`src/logic/prg_defines.svh`:
```
`ifndef PRG_DEFINES_SVH
`define PRG_DEFINES_SVH
// ==========================================================
// Register offsets
`define PRG_OFS_TAKEOVER 8'h44
`define PRG_OFS_DRIVE    8'h45
`define PRG_OFS_LEVEL    8'h46
`define PRG_OFS_OBSERVE  8'h47
`define PRG_OFS_REVISION 8'h7F
// ==========================================================
// Field positions
`define PRG_BIT_SIGNAL_IN 7
`define PRG_BIT_CLOCK_OUT 6
`define PRG_BIT_SEL_HI   5
`define PRG_BIT_SEL_LO   4
`define PRG_SCAN_MSB     3
`define PRG_SCAN_LSB     0
`define PRG_BIT_FAST     7
`define PRG_SEL_MSB      3
`define PRG_SEL_LSB      0
// ==========================================================
// Reset values
`define PRG_RST_TAKEOVER 8'h00
`define PRG_RST_DRIVE    8'h00
`define PRG_RST_FAST     1'b0
`define PRG_RST_SEL      4'h0
`endif

```
`src/logic/prg_pkg.sv`:
```
package prg_pkg;
	// Observe source select codes
	typedef enum logic [3:0] {
		PRG_OBS_HIZ0   = 4'h0,
		PRG_OBS_HIZ1   = 4'h1,
		PRG_OBS_LOW    = 4'h2,
		PRG_OBS_HIGH   = 4'h3,
		PRG_OBS_TX_ENV = 4'h4,
		PRG_OBS_TX_ACT = 4'h5,
		PRG_OBS_SECURE = 4'h6,
		PRG_OBS_RX_ENV = 4'h7,
		PRG_OBS_RX_ACT = 4'h8,
		PRG_OBS_RX_BIT = 4'h9
	} prg_obs_e;
	typedef logic [7:0] prg_byte_t;
endpackage : prg_pkg

```
`src/logic/prg_pin_reuse.sv`:
```
`timescale 1ns/100ps
`include "prg_defines.svh"
// Overview of operation
// Takeover bit 7 hands the signal-input pin to register-driven I/O.
// Takeover bit 6 stops the clock output function; pin becomes I/O.
// Takeover bits 5 and 4 make the host select pins register-driven I/O.
// Takeover bits 3..0 make TCK, TMS, TDI, TDO register-driven I/O.
// With boundary scan enabled, scan takeover bits are ignored.
// Drive-value register at 45h holds one output bit per pin.
// Read-only level register at 46h samples all eight pin inputs.
// Observe register bit 7 selects fast pads; bits 6..4 reserved.
// Observe codes 0,1 high impedance; 2 drives low; 3 drives high.
// Codes 4,5,6 show transmit envelope, transmit active, secure link.
// Codes 7,8,9 show receive envelope, receive active, received bits.
// Revision register 7Fh reports major version in bits 7..4.
// Revision bits 3..0 report subversion code.
// With takeover clear, pin driver stays with its dedicated function.
// Observe codes above 9 are reserved and give high impedance.
module prg_pin_reuse #(
	parameter logic [3:0] MAJOR_VERSION = 4'h3, // Arbitrary value
	parameter logic [3:0] SUB_VERSION   = 4'h5  // Arbitrary value
) (
	// Clock and synchronous reset
	input  wire logic               REF_CLK_I,
	input  wire logic               RST_I,
	// Register bus; read data one cycle after the strobe
	input  wire logic [7:0]         ADDR_I,
	input  wire prg_pkg::prg_byte_t WDATA_I,
	input  wire logic               WR_I,
	input  wire logic               RD_I,
	output logic      [7:0]         RDATA_O,
	// Dedicated functions and pads, bit 7 down to bit 0
	input  wire logic               SCAN_ACTIVE_I,
	input  wire logic [7:0]         FUNC_OUT_I,
	input  wire logic [7:0]         FUNC_OE_N_I,
	input  wire logic [7:0]         PIN_IN_I,
	output logic      [7:0]         PIN_OUT_O,
	output logic      [7:0]         PIN_OE_N_O,
	// Internal signals that may be shown on the observation pin
	input  wire logic               TX_ENVELOPE_I,
	input  wire logic               TX_ACTIVE_I,
	input  wire logic               GENERIC_SECURE_LINK_SIGNAL_I,
	input  wire logic               RX_ENVELOPE_I,
	input  wire logic               RX_ACTIVE_I,
	input  wire logic               RX_BIT_I,
	// Observation pin and pad speed
	output logic                    OBSERVE_PIN_O,
	output logic                    OBSERVE_PIN_OE_N_O,
	output logic                    FAST_EDGE_SELECT_O
);
	import prg_pkg::*;

	// ==========================================================
	// Register file
	// Bit order shared by the takeover, drive and level registers:
	//   7 signal-input pin, 6 clock output pin,
	//   5 host select high, 4 host select low,
	//   3 TCK, 2 TMS, 1 TDI, 0 TDO.
	// The slave never stalls the master: writes land at the strobe edge.
	logic [7:0] pin_takeover_enable;
	logic [7:0] pin_drive_value;
	logic       fast_edge_select;
	logic [3:0] observe_source_select;
	logic [7:0] rdata;
	logic [7:0] next_pin_takeover_enable;
	logic [7:0] next_pin_drive_value;
	logic       next_fast_edge_select;
	logic [3:0] next_observe_source_select;
	logic [7:0] next_rdata;
	logic       wr_takeover;
	logic       wr_drive;
	logic       wr_observe;
	logic       rd_takeover;
	logic       rd_drive;
	logic       rd_level;
	logic       rd_observe;
	logic       rd_revision;

	// Shared address match
	function automatic logic hit(input logic [7:0] a, input logic [7:0] ofs);
		hit = (a == ofs);
	endfunction : hit

	// Strobe-qualified decodes; level and revision offsets have no write decode,
	// so writes there are dropped without touching any stored state
	assign wr_takeover = WR_I & hit(ADDR_I, `PRG_OFS_TAKEOVER);
	assign wr_drive    = WR_I & hit(ADDR_I, `PRG_OFS_DRIVE);
	assign wr_observe  = WR_I & hit(ADDR_I, `PRG_OFS_OBSERVE);
	assign rd_takeover = RD_I & hit(ADDR_I, `PRG_OFS_TAKEOVER);
	assign rd_drive    = RD_I & hit(ADDR_I, `PRG_OFS_DRIVE);
	assign rd_level    = RD_I & hit(ADDR_I, `PRG_OFS_LEVEL);
	assign rd_observe  = RD_I & hit(ADDR_I, `PRG_OFS_OBSERVE);
	assign rd_revision = RD_I & hit(ADDR_I, `PRG_OFS_REVISION);

	// ==========================================================
	// Takeover enable register
	// Scan bits are stored even while scan runs; the mask sits at the pins,
	// so software reads back exactly what it wrote
	always_comb begin
		next_pin_takeover_enable = pin_takeover_enable;
		if (wr_takeover) begin
			next_pin_takeover_enable = WDATA_I;
		end
	end

	// Reset returns every pin to its dedicated function
	always_ff @(posedge REF_CLK_I) begin
		if (RST_I) begin
			pin_takeover_enable <= `PRG_RST_TAKEOVER;
		end else begin
			pin_takeover_enable <= next_pin_takeover_enable;
		end
	end

	// ==========================================================
	// Drive value register
	// Bits of pins still under their dedicated function are kept, not shown
	always_comb begin
		next_pin_drive_value = pin_drive_value;
		if (wr_drive) begin
			next_pin_drive_value = WDATA_I;
		end
	end

	// Write the level before taking a pin over, or the pad shows a glitch
	always_ff @(posedge REF_CLK_I) begin
		if (RST_I) begin
			pin_drive_value <= `PRG_RST_DRIVE;
		end else begin
			pin_drive_value <= next_pin_drive_value;
		end
	end

	// ==========================================================
	// Observe control register
	// Bits 6..4 are reserved and not stored, so they always read as zero
	always_comb begin
		next_fast_edge_select      = fast_edge_select;
		next_observe_source_select = observe_source_select;
		if (wr_observe) begin
			next_fast_edge_select      = WDATA_I[`PRG_BIT_FAST];
			next_observe_source_select = WDATA_I[`PRG_SEL_MSB:`PRG_SEL_LSB];
		end
	end

	// Fast edges raise peak supply current; reset keeps the slow pads
	always_ff @(posedge REF_CLK_I) begin
		if (RST_I) begin
			fast_edge_select      <= `PRG_RST_FAST;
			observe_source_select <= `PRG_RST_SEL;
		end else begin
			fast_edge_select      <= next_fast_edge_select;
			observe_source_select <= next_observe_source_select;
		end
	end

	// ==========================================================
	// Read data
	// Unmapped reads return zero. Read data stand for one cycle only, so an
	// idle bus always sees zero and a stale value cannot be taken twice.
	// The level register samples the pads as they are, whoever drives them.
	always_comb begin
		next_rdata = 8'h00;
		if (rd_takeover) begin
			next_rdata = pin_takeover_enable;
		end
		if (rd_drive) begin
			next_rdata = pin_drive_value;
		end
		if (rd_level) begin
			next_rdata = PIN_IN_I;
		end
		if (rd_observe) begin
			next_rdata = {fast_edge_select, 3'h0, observe_source_select};
		end
		if (rd_revision) begin
			next_rdata = {MAJOR_VERSION, SUB_VERSION};
		end
	end

	// Registered so the read port comes straight from a flop
	always_ff @(posedge REF_CLK_I) begin
		if (RST_I) begin
			rdata <= 8'h00;
		end else begin
			rdata <= next_rdata;
		end
	end

	// ==========================================================
	// Pin ownership
	logic [7:0] pin_out;
	logic [7:0] pin_oe_n;
	logic [7:0] next_pin_out;
	logic [7:0] next_pin_oe_n;
	logic [7:0] effective_takeover;

	// Named views of the takeover bits, one per pin group
	logic       signal_in_pin_takeover;
	logic       clock_pin_takeover;
	logic       host_select_hi_takeover;
	logic       host_select_lo_takeover;
	logic [3:0] scan_pin_takeover;

	assign signal_in_pin_takeover  = pin_takeover_enable[`PRG_BIT_SIGNAL_IN];
	assign clock_pin_takeover      = pin_takeover_enable[`PRG_BIT_CLOCK_OUT];
	assign host_select_hi_takeover = pin_takeover_enable[`PRG_BIT_SEL_HI];
	assign host_select_lo_takeover = pin_takeover_enable[`PRG_BIT_SEL_LO];
	assign scan_pin_takeover       = pin_takeover_enable[`PRG_SCAN_MSB:`PRG_SCAN_LSB];

	// Scan mode wins over the scan pin takeover bits. The scan pins stay with
	// the scan interface for as long as scan is active, whatever software wrote;
	// when scan drops, the stored bits take effect again one cycle later.
	// Taking the clock output pin over stops the clock on that pad entirely.
	always_comb begin
		effective_takeover                     = 8'h00;
		effective_takeover[`PRG_BIT_SIGNAL_IN] = signal_in_pin_takeover;
		effective_takeover[`PRG_BIT_CLOCK_OUT] = clock_pin_takeover;
		effective_takeover[`PRG_BIT_SEL_HI]    = host_select_hi_takeover;
		effective_takeover[`PRG_BIT_SEL_LO]    = host_select_lo_takeover;
		if (SCAN_ACTIVE_I) begin
			effective_takeover[`PRG_SCAN_MSB:`PRG_SCAN_LSB] = 4'h0;
		end else begin
			effective_takeover[`PRG_SCAN_MSB:`PRG_SCAN_LSB] = scan_pin_takeover;
		end
	end

	// Per-pin mux between dedicated function and software drive
	genvar g;
	generate
		for (g = 0; g < 8; g++) begin : g_pin
			always_comb begin
				if (effective_takeover[g]) begin
					next_pin_out[g]  = pin_drive_value[g];
					next_pin_oe_n[g] = 1'b0;
				end else begin
					next_pin_out[g]  = FUNC_OUT_I[g];
					next_pin_oe_n[g] = FUNC_OE_N_I[g];
				end
			end
		end
	endgenerate

	// Pads come up released; the dedicated functions claim them after reset.
	// One cycle of latency from register or function input to the pad,
	// traded for outputs that never glitch on a decode change.
	always_ff @(posedge REF_CLK_I) begin
		if (RST_I) begin
			pin_out  <= 8'h00;
			pin_oe_n <= 8'hFF;
		end else begin
			pin_out  <= next_pin_out;
			pin_oe_n <= next_pin_oe_n;
		end
	end

	// ==========================================================
	// Observation pin
	logic obs_out;
	logic obs_oe_n;
	logic next_obs_out;
	logic next_obs_oe_n;

	// Source select; unknown codes float the pin.
	// Codes 0 and 1 release the pin; 2 and 3 drive fixed levels.
	// Codes 4 and 5 show the transmit side, 6 the secure link, 7 to 9 the receive side.
	// Codes above 9 are reserved and release the pin, so a stray
	// write can never drive an undefined signal onto the board.
	// The receive envelope means something for one 106 kBd protocol only;
	// other protocols show a level with no meaning there.
	// Sources are taken as synchronous; the flop below adds one cycle,
	// so pulses of one clock still reach the pin, one cycle late.
	always_comb begin
		next_obs_out  = 1'b0;
		next_obs_oe_n = 1'b0;
		unique case (observe_source_select)
			PRG_OBS_HIZ0, PRG_OBS_HIZ1: next_obs_oe_n = 1'b1;
			PRG_OBS_LOW:    next_obs_out = 1'b0;
			PRG_OBS_HIGH:   next_obs_out = 1'b1;
			PRG_OBS_TX_ENV: next_obs_out = TX_ENVELOPE_I;
			PRG_OBS_TX_ACT: next_obs_out = TX_ACTIVE_I;
			PRG_OBS_SECURE: next_obs_out = GENERIC_SECURE_LINK_SIGNAL_I;
			PRG_OBS_RX_ENV: next_obs_out = RX_ENVELOPE_I;
			PRG_OBS_RX_ACT: next_obs_out = RX_ACTIVE_I;
			PRG_OBS_RX_BIT: next_obs_out = RX_BIT_I;
			default:        next_obs_oe_n = 1'b1;
		endcase
	end

	always_ff @(posedge REF_CLK_I) begin
		if (RST_I) begin
			obs_out  <= 1'b0;
			obs_oe_n <= 1'b1;
		end else begin
			obs_out  <= next_obs_out;
			obs_oe_n <= next_obs_oe_n;
		end
	end

	// ==========================================================
	// Outputs
	// All outputs straight from flops, so board timing sees no logic after
	// the register and reset values appear at the pins on the first clock edge of reset
	assign RDATA_O            = rdata;
	assign PIN_OUT_O          = pin_out;
	assign PIN_OE_N_O         = pin_oe_n;
	assign OBSERVE_PIN_O      = obs_out;
	assign OBSERVE_PIN_OE_N_O = obs_oe_n;
	assign FAST_EDGE_SELECT_O = fast_edge_select;
endmodule : prg_pin_reuse

```
`config.mk`:
```
export PLATFORM = sky130hd
export DESIGN_NAME = prg_pin_reuse
export DESIGN_NICKNAME = d
export VERILOG_FILES = /design/src/logic/prg_pkg.sv /design/src/logic/prg_pin_reuse.sv
export VERILOG_INCLUDE_DIRS = /design/src /design/src/logic
export SDC_FILE = /design/constraint.sdc
export NUM_CORES = 1
export LEC_CHECK = 0
export ABC_AREA = 1
export BUFFER_PORTS_ARGS = -buffer_cell sky130_fd_sc_hd__buf_4
export CAP_MARGIN = 20
export CELL_PAD_IN_SITES_DETAIL_PLACEMENT = 1
export CELL_PAD_IN_SITES_GLOBAL_PLACEMENT = 1
export CORE_MARGIN = 2
export CORE_UTILIZATION = 31
export CTS_CLUSTER_DIAMETER = 150
export DETAILED_ROUTE_END_ITERATION = 12
export HOLD_SLACK_MARGIN = 0.05
export PLACE_DENSITY_LB_ADDON = 0.1
export SLEW_MARGIN = 20
export SYNTH_ARGS = -nofsm -noshare
export SYNTH_HDL_FRONTEND = slang
export SYNTH_SLANG_ARGS = --single-unit
```
`constraint.sdc`:
```
create_clock -name REF_CLK_I -period 1.1 [get_ports REF_CLK_I]
set_input_delay 0.11 -clock REF_CLK_I [delete_from_list [all_inputs] [get_ports REF_CLK_I]]
set_output_delay 0.11 -clock REF_CLK_I [all_outputs]
set_load 0.1 [all_outputs]
```
-- Word level (Yosys, flattened, before mapping)
Cells that the tools add are included.
- register bits after elaboration: 47
- bits in latches: 0
- memory bits (writable): 0
- ROM bits: 0
- bits of input ports: 51
- memories kept: 0
- add/subtract/negate cells: 0
- multipliers: 0
- div/mod/pow operators: 0
- $lt $le $gt $ge: 0
- equality and inequality tests: 13
- shift operators: 0
- mux-type cells: 24
- bitwise operators: 8
- reduce and logical (&&, ||, !) cells: 3
- operator list (cell ; count):
    equality test 8 x 7 -> 1 bit (second input constant) ; 5
    two-way mux 8 bit ; 4
    two-way mux 1 bit ; 17
    equality test 4 x 3 -> 1 bit (second input constant) ; 4
    bitwise AND 1 bit ; 8
    equality test 4 x 2 -> 1 bit (second input constant) ; 2
    equality test 4 bit (second input constant) ; 2
    OR reduction 8 bit ; 1
    one-hot mux 1 bit (7 select lines) ; 1
    two-way mux 6 bit ; 1
    two-way mux 4 bit ; 1
    OR reduction 3 bit ; 1
    OR reduction 2 bit ; 1

-- Logic depth before layout (Yosys ltp)
- word-level depth: 7
- mapped depth: 9
- gate-level depth less buffers: 9

-- Worst setup path after synthesis
No wires, ideal clock.
- kind: register to register
- start: register fast_edge_select, in the netlist FAST_EDGE_SELECT_O
- end: register rdata[7], in the netlist RDATA_O[7]
- setup time: 0.071 ns
- data arrival time: 1.262 ns
- data required time: 1.029 ns
- path slack: -0.233 ns
- cell stages (with the launch flop): 3
- clock period less this slack: 1.333 ns
- cell sequence: dfxtp_1 o21ai_0 a21oi_1
- cells in the longest elaborated chain, start to end: 1
- ends and longest elaborated chain (what ; RTL line ; RTL):
    start: declaration ; prg_pin_reuse.sv:62 ; logic fast_edge_select;
    start signal: assignment ; prg_pin_reuse.sv:149 ; fast_edge_select <= `PRG_RST_FAST;
    start signal: assignment ; prg_pin_reuse.sv:152 ; fast_edge_select <= next_fast_edge_select;
    two-way mux 8 bit ; prg_pin_reuse.sv:173 ; if (rd_observe) begin
    end signal: assignment ; prg_pin_reuse.sv:186 ; rdata <= next_rdata;
    end: declaration ; prg_pin_reuse.sv:64 ; logic [7:0] rdata;
No other way between the ends.
A chain may end at the register's enable or synchronous reset.

-- Worst setup path in the final report
- start: register rdata[2], in the netlist RDATA_O[2]
- end: output port RDATA_O[2]
- RTL lines (what ; RTL line ; RTL):
    end: declaration ; prg_pin_reuse.sv:31 ; output logic [7:0] RDATA_O,
No word-level cell between the ends.

==> metrics.md <==
| Metric | Value |
|---|---|
| Peak supply drop | `0.611 mV` |
| Static leakage | `1.43 nW` |
| Synth top area cells | `dfxtp_1 44%, a21oi_1 8.8%, o21ai_0 8.6%` |
| Crit path cell chain | `buf_4` |
| R2R cell count | `8` |
| Vias/cell | `4.72` |
| Worst Path Required | `990 ps` |
| Placer congestion estimate | `0.787` |
| Pwr Density | `1180 nW/um^2` |
| Diode count | `0` |
| Worst R2R Start | `observe_source_select[2]` |
| Worst Hold End | `PIN_OUT_O[5]` |
| Routed length per instance | `14.2 microns` |
| Worst-path clk slew | `100 ps` |
| Hpwl dp | `4910 microns` |
| Worst R2R Setup Slack | `60 ps` |
| Hold_sp | `FUNC_OUT_I[5]` |
| Post-Syn Instances | `276` |
| Slew headroom | `82.0%` |
| Data arrival, critical path | `960 ps` |
| RSZ-0062 raised after global routing | `true` |
| Antenna violations before repair | `0` |
| Number of clock sinks | `47` |
| Family with the most delay on the worst path | `flip-flops` |
| Pin count of the biggest net entering global routing | `39` |
| Max-capacitance violation count | `0` |
| Fmax | `0.933 GHz` |
| Clk network pwr share | `35.7%` |
| CTS tree | `yes` |
| Clock buffer depth | `2` |
| Net switching fraction of the power | `29.4%` |
| Syn Nets | `327` |
| Synth warn | `0` |
| Post-route cell area | `3210 sq um` |
| Final #Nets | `430` |
| Post-synth top area cell | `dfxtp_1` |
| Width of the die | `87.3 microns` |
| CTS root buffer | `clkbuf_8` |
| Cell count after placement | `442` |
| Layout cells sized above 1 | `36.8%` |
| Cell Count, Final, Fillers Out | `460` |
| Area growth from synthesis to layout | `49.1%` |
| Post-Synthesis Cell Area | `2150 sq um` |
| Final wirelength | `6520 microns` |
| Overall Global Routing Usage | `18.0%` |
| Max Slew Vio Count | `0` |
| Hold WC Path Type | `input port to flop` |
| Port Buffers | `77` |
| Startpoint types | `flop` |
| Number of global-route vias before repair | `2208` |
| GRT Residual Overflow | `0` |
| CP Capture Type | `output pin` |
| Pre-Repair DR Iteration Count | `4` |
| Count of cell types in the netlist | `29` |
| Core Area | `6760 sq um` |
| Via Count | `2169` |
| Hold path depth | `3` |
| Switching Power | `1.11 mW` |
| Slew @ Worst Pin | `269 ps` |
| Commonest non-fill, non-tap cell in the layout | `buf_4` |
| Final Cycle Share | `97.5%` |
| Syn_area_per_cell | `7.80 sq um` |
| Placed cell areas | `2960 sq um` |
| Commonest cells after routing, fill and taps aside | `92 x buf_4, 43 x dfxtp_1, 38 x a21oi_1, 37 x o21ai_0, 34 x inv_1` |
| Crit path kind | `flop to output pin` |
| First-pass GRT wire length | `10700 microns` |
| DRC | `0` |
| Initial Utilization | `31.9%` |
| Max H-tree Level | `2` |
| Max stage delay on crit path | `360 ps` |
| Reg-to-reg critical path endpoint | `OBSERVE_PIN_O` |
| Seq pwr share | `46.1%` |
| Crit path max fanout | `1` |
| Yosys top cell area share | `43.7%` |
| Slowest CP cell | `dfxtp_1` |
| Crit path buf inv count | `1` |
| Num CTS Buffers | `5` |
| Antenna violation net count after detailed routing | `0` |
| Status | `complete, no violations` |
| Clk_skew | `3.70 ps` |
| Final setup violating endpoints | `0` |
| Synthesis-stage register bit count | `47` |
| Fin. Hold Viols | `0` |
| Die area | `7620 sq um` |
| Initial DRC count | `82` |
| # IOs | `78` |
| Worst-Skew Late Latency | `300 ps` |
| Post-synthesis sequential area ratio | `43.7%` |
| Combinational power share | `18.2%` |
| Setup tns final | `0 ps` |
| Crit path time final | `1070 ps` |
| FP Rows | `30` |
| Power Internal | `2.67 mW` |
| Die H | `87.3 microns` |
state kept, by name, indices dropped and copies added, names as in the netlist:
signal and flops:
FAST_EDGE_SELECT_O 1, OBSERVE_PIN_O 1, OBSERVE_PIN_OE_N_O 1, PIN_OE_N_O 8
PIN_OUT_O 8, RDATA_O 8, observe_source_select 4, pin_drive_value 8
pin_takeover_enable 8
worst min-delay path: cells and delay by family:
family / cells / cell delay, ps
buffers and inverters: 1 / 70
AOI/OAI and AO/OA: 2 / 160
what timing repair did:
action,in CTS,in global routing
endpoints found under the setup margin,1,1
hold buffers,9,0
buffers inserted,0,1
cloned,0,0
endpoints found under the hold margin,13,0
pin swaps,0,6
gates resized for setup,1,13
how the worst max path moves through the flow:
stage	startpoint	end	slack [ps]	depth (start not counted)
after detailed placement	ADDR_I[7]	observe_source_select[0]	-200	7
final	RDATA_O[2]	RDATA_O[2]	30	1
after floorplan	ADDR_I[5]	pin_takeover_enable[6]	60	7
after global placement	ADDR_I[5]	RDATA_O[7]	-150	9
after global routing	observe_source_select[2]	OBSERVE_PIN_O	-50	8
after CTS	RDATA_O[2]	RDATA_O[2]	20	1
through the flow:
stage                     hold WS, ps  total power, mW  util (%)  worst slack (ps)
after global routing             56.8             3.95      47.5             -49.6
after detailed placement          304             2.45      43.8              -199
after global placement            299             2.44      43.8              -150
final                            66.9             3.79      47.5              27.8
after floorplan                   179             2.16         -              55.5
after CTS                        63.8             3.83      46.9              24.9
area by class of cell:
class	instances	area, sq um
Clock buffer	5	68.8
Clock inverter	3	46.3
Fill cell	831	3550
Inverter	39	146
Multi-Input combinational cell	181	1040
Sequential cell	47	946
Tap cell	80	100
Timing Repair Buffer	105	861
power by group through the flow:
stage	clock, mW	sequential (mW)	combinational [mW]
final	1.35	1.74	0.691
after global routing	1.46	1.75	0.737
after CTS	1.39	1.75	0.694
after detailed placement	0	1.78	0.666
after global placement	0	1.78	0.661
after floorplan	0	2.02	0.136
Yosys cell counts:
cell type	instances
nand3_4	2
clkbuf_1	3
nand3b_1	1
inv_1	37
nand4_1	6
o21ai_1	3
nand2_2	5
buf_2	3
buf_4	1
nor3_1	2
nand2_4	1
nand3_2	3
o211ai_1	7
nor2_1	23
nor2_4	3
o211a_1	1
nand3_1	8
nor2_8	2
nand4_2	2
o21ai_0	37
inv_2	2
nor2_2	1
nor3_2	1
buf_6	2
a21oi_1	38
a31oi_1	1
nand2_1	33
nand4_4	1
dfxtp_1	47
logic make-up (layout without fill, tap and decap cells):
| logic type | count (synthesis) | count (layout) | synth area share [%] |
|---|---|---|---|
| flip-flops | 47 | 47 | 43.7 |
| buffers and inverters | 48 | 152 | 9.42 |
| AND/OR/NAND/NOR | 94 | 94 | 25.5 |
| AO/OA/AOI/OAI | 87 | 87 | 21.3 |
routing by layer:
metal	vias to the layer above	wire, microns	track usage [%]
li1	1127	-	-
met1	987	3150	24.7
met2	53	3010	28.9
met3	2	318	3.79
met4	0	38	4.62
met5	-	0	0
Note: power is estimated with default switching activity, not from simulation.
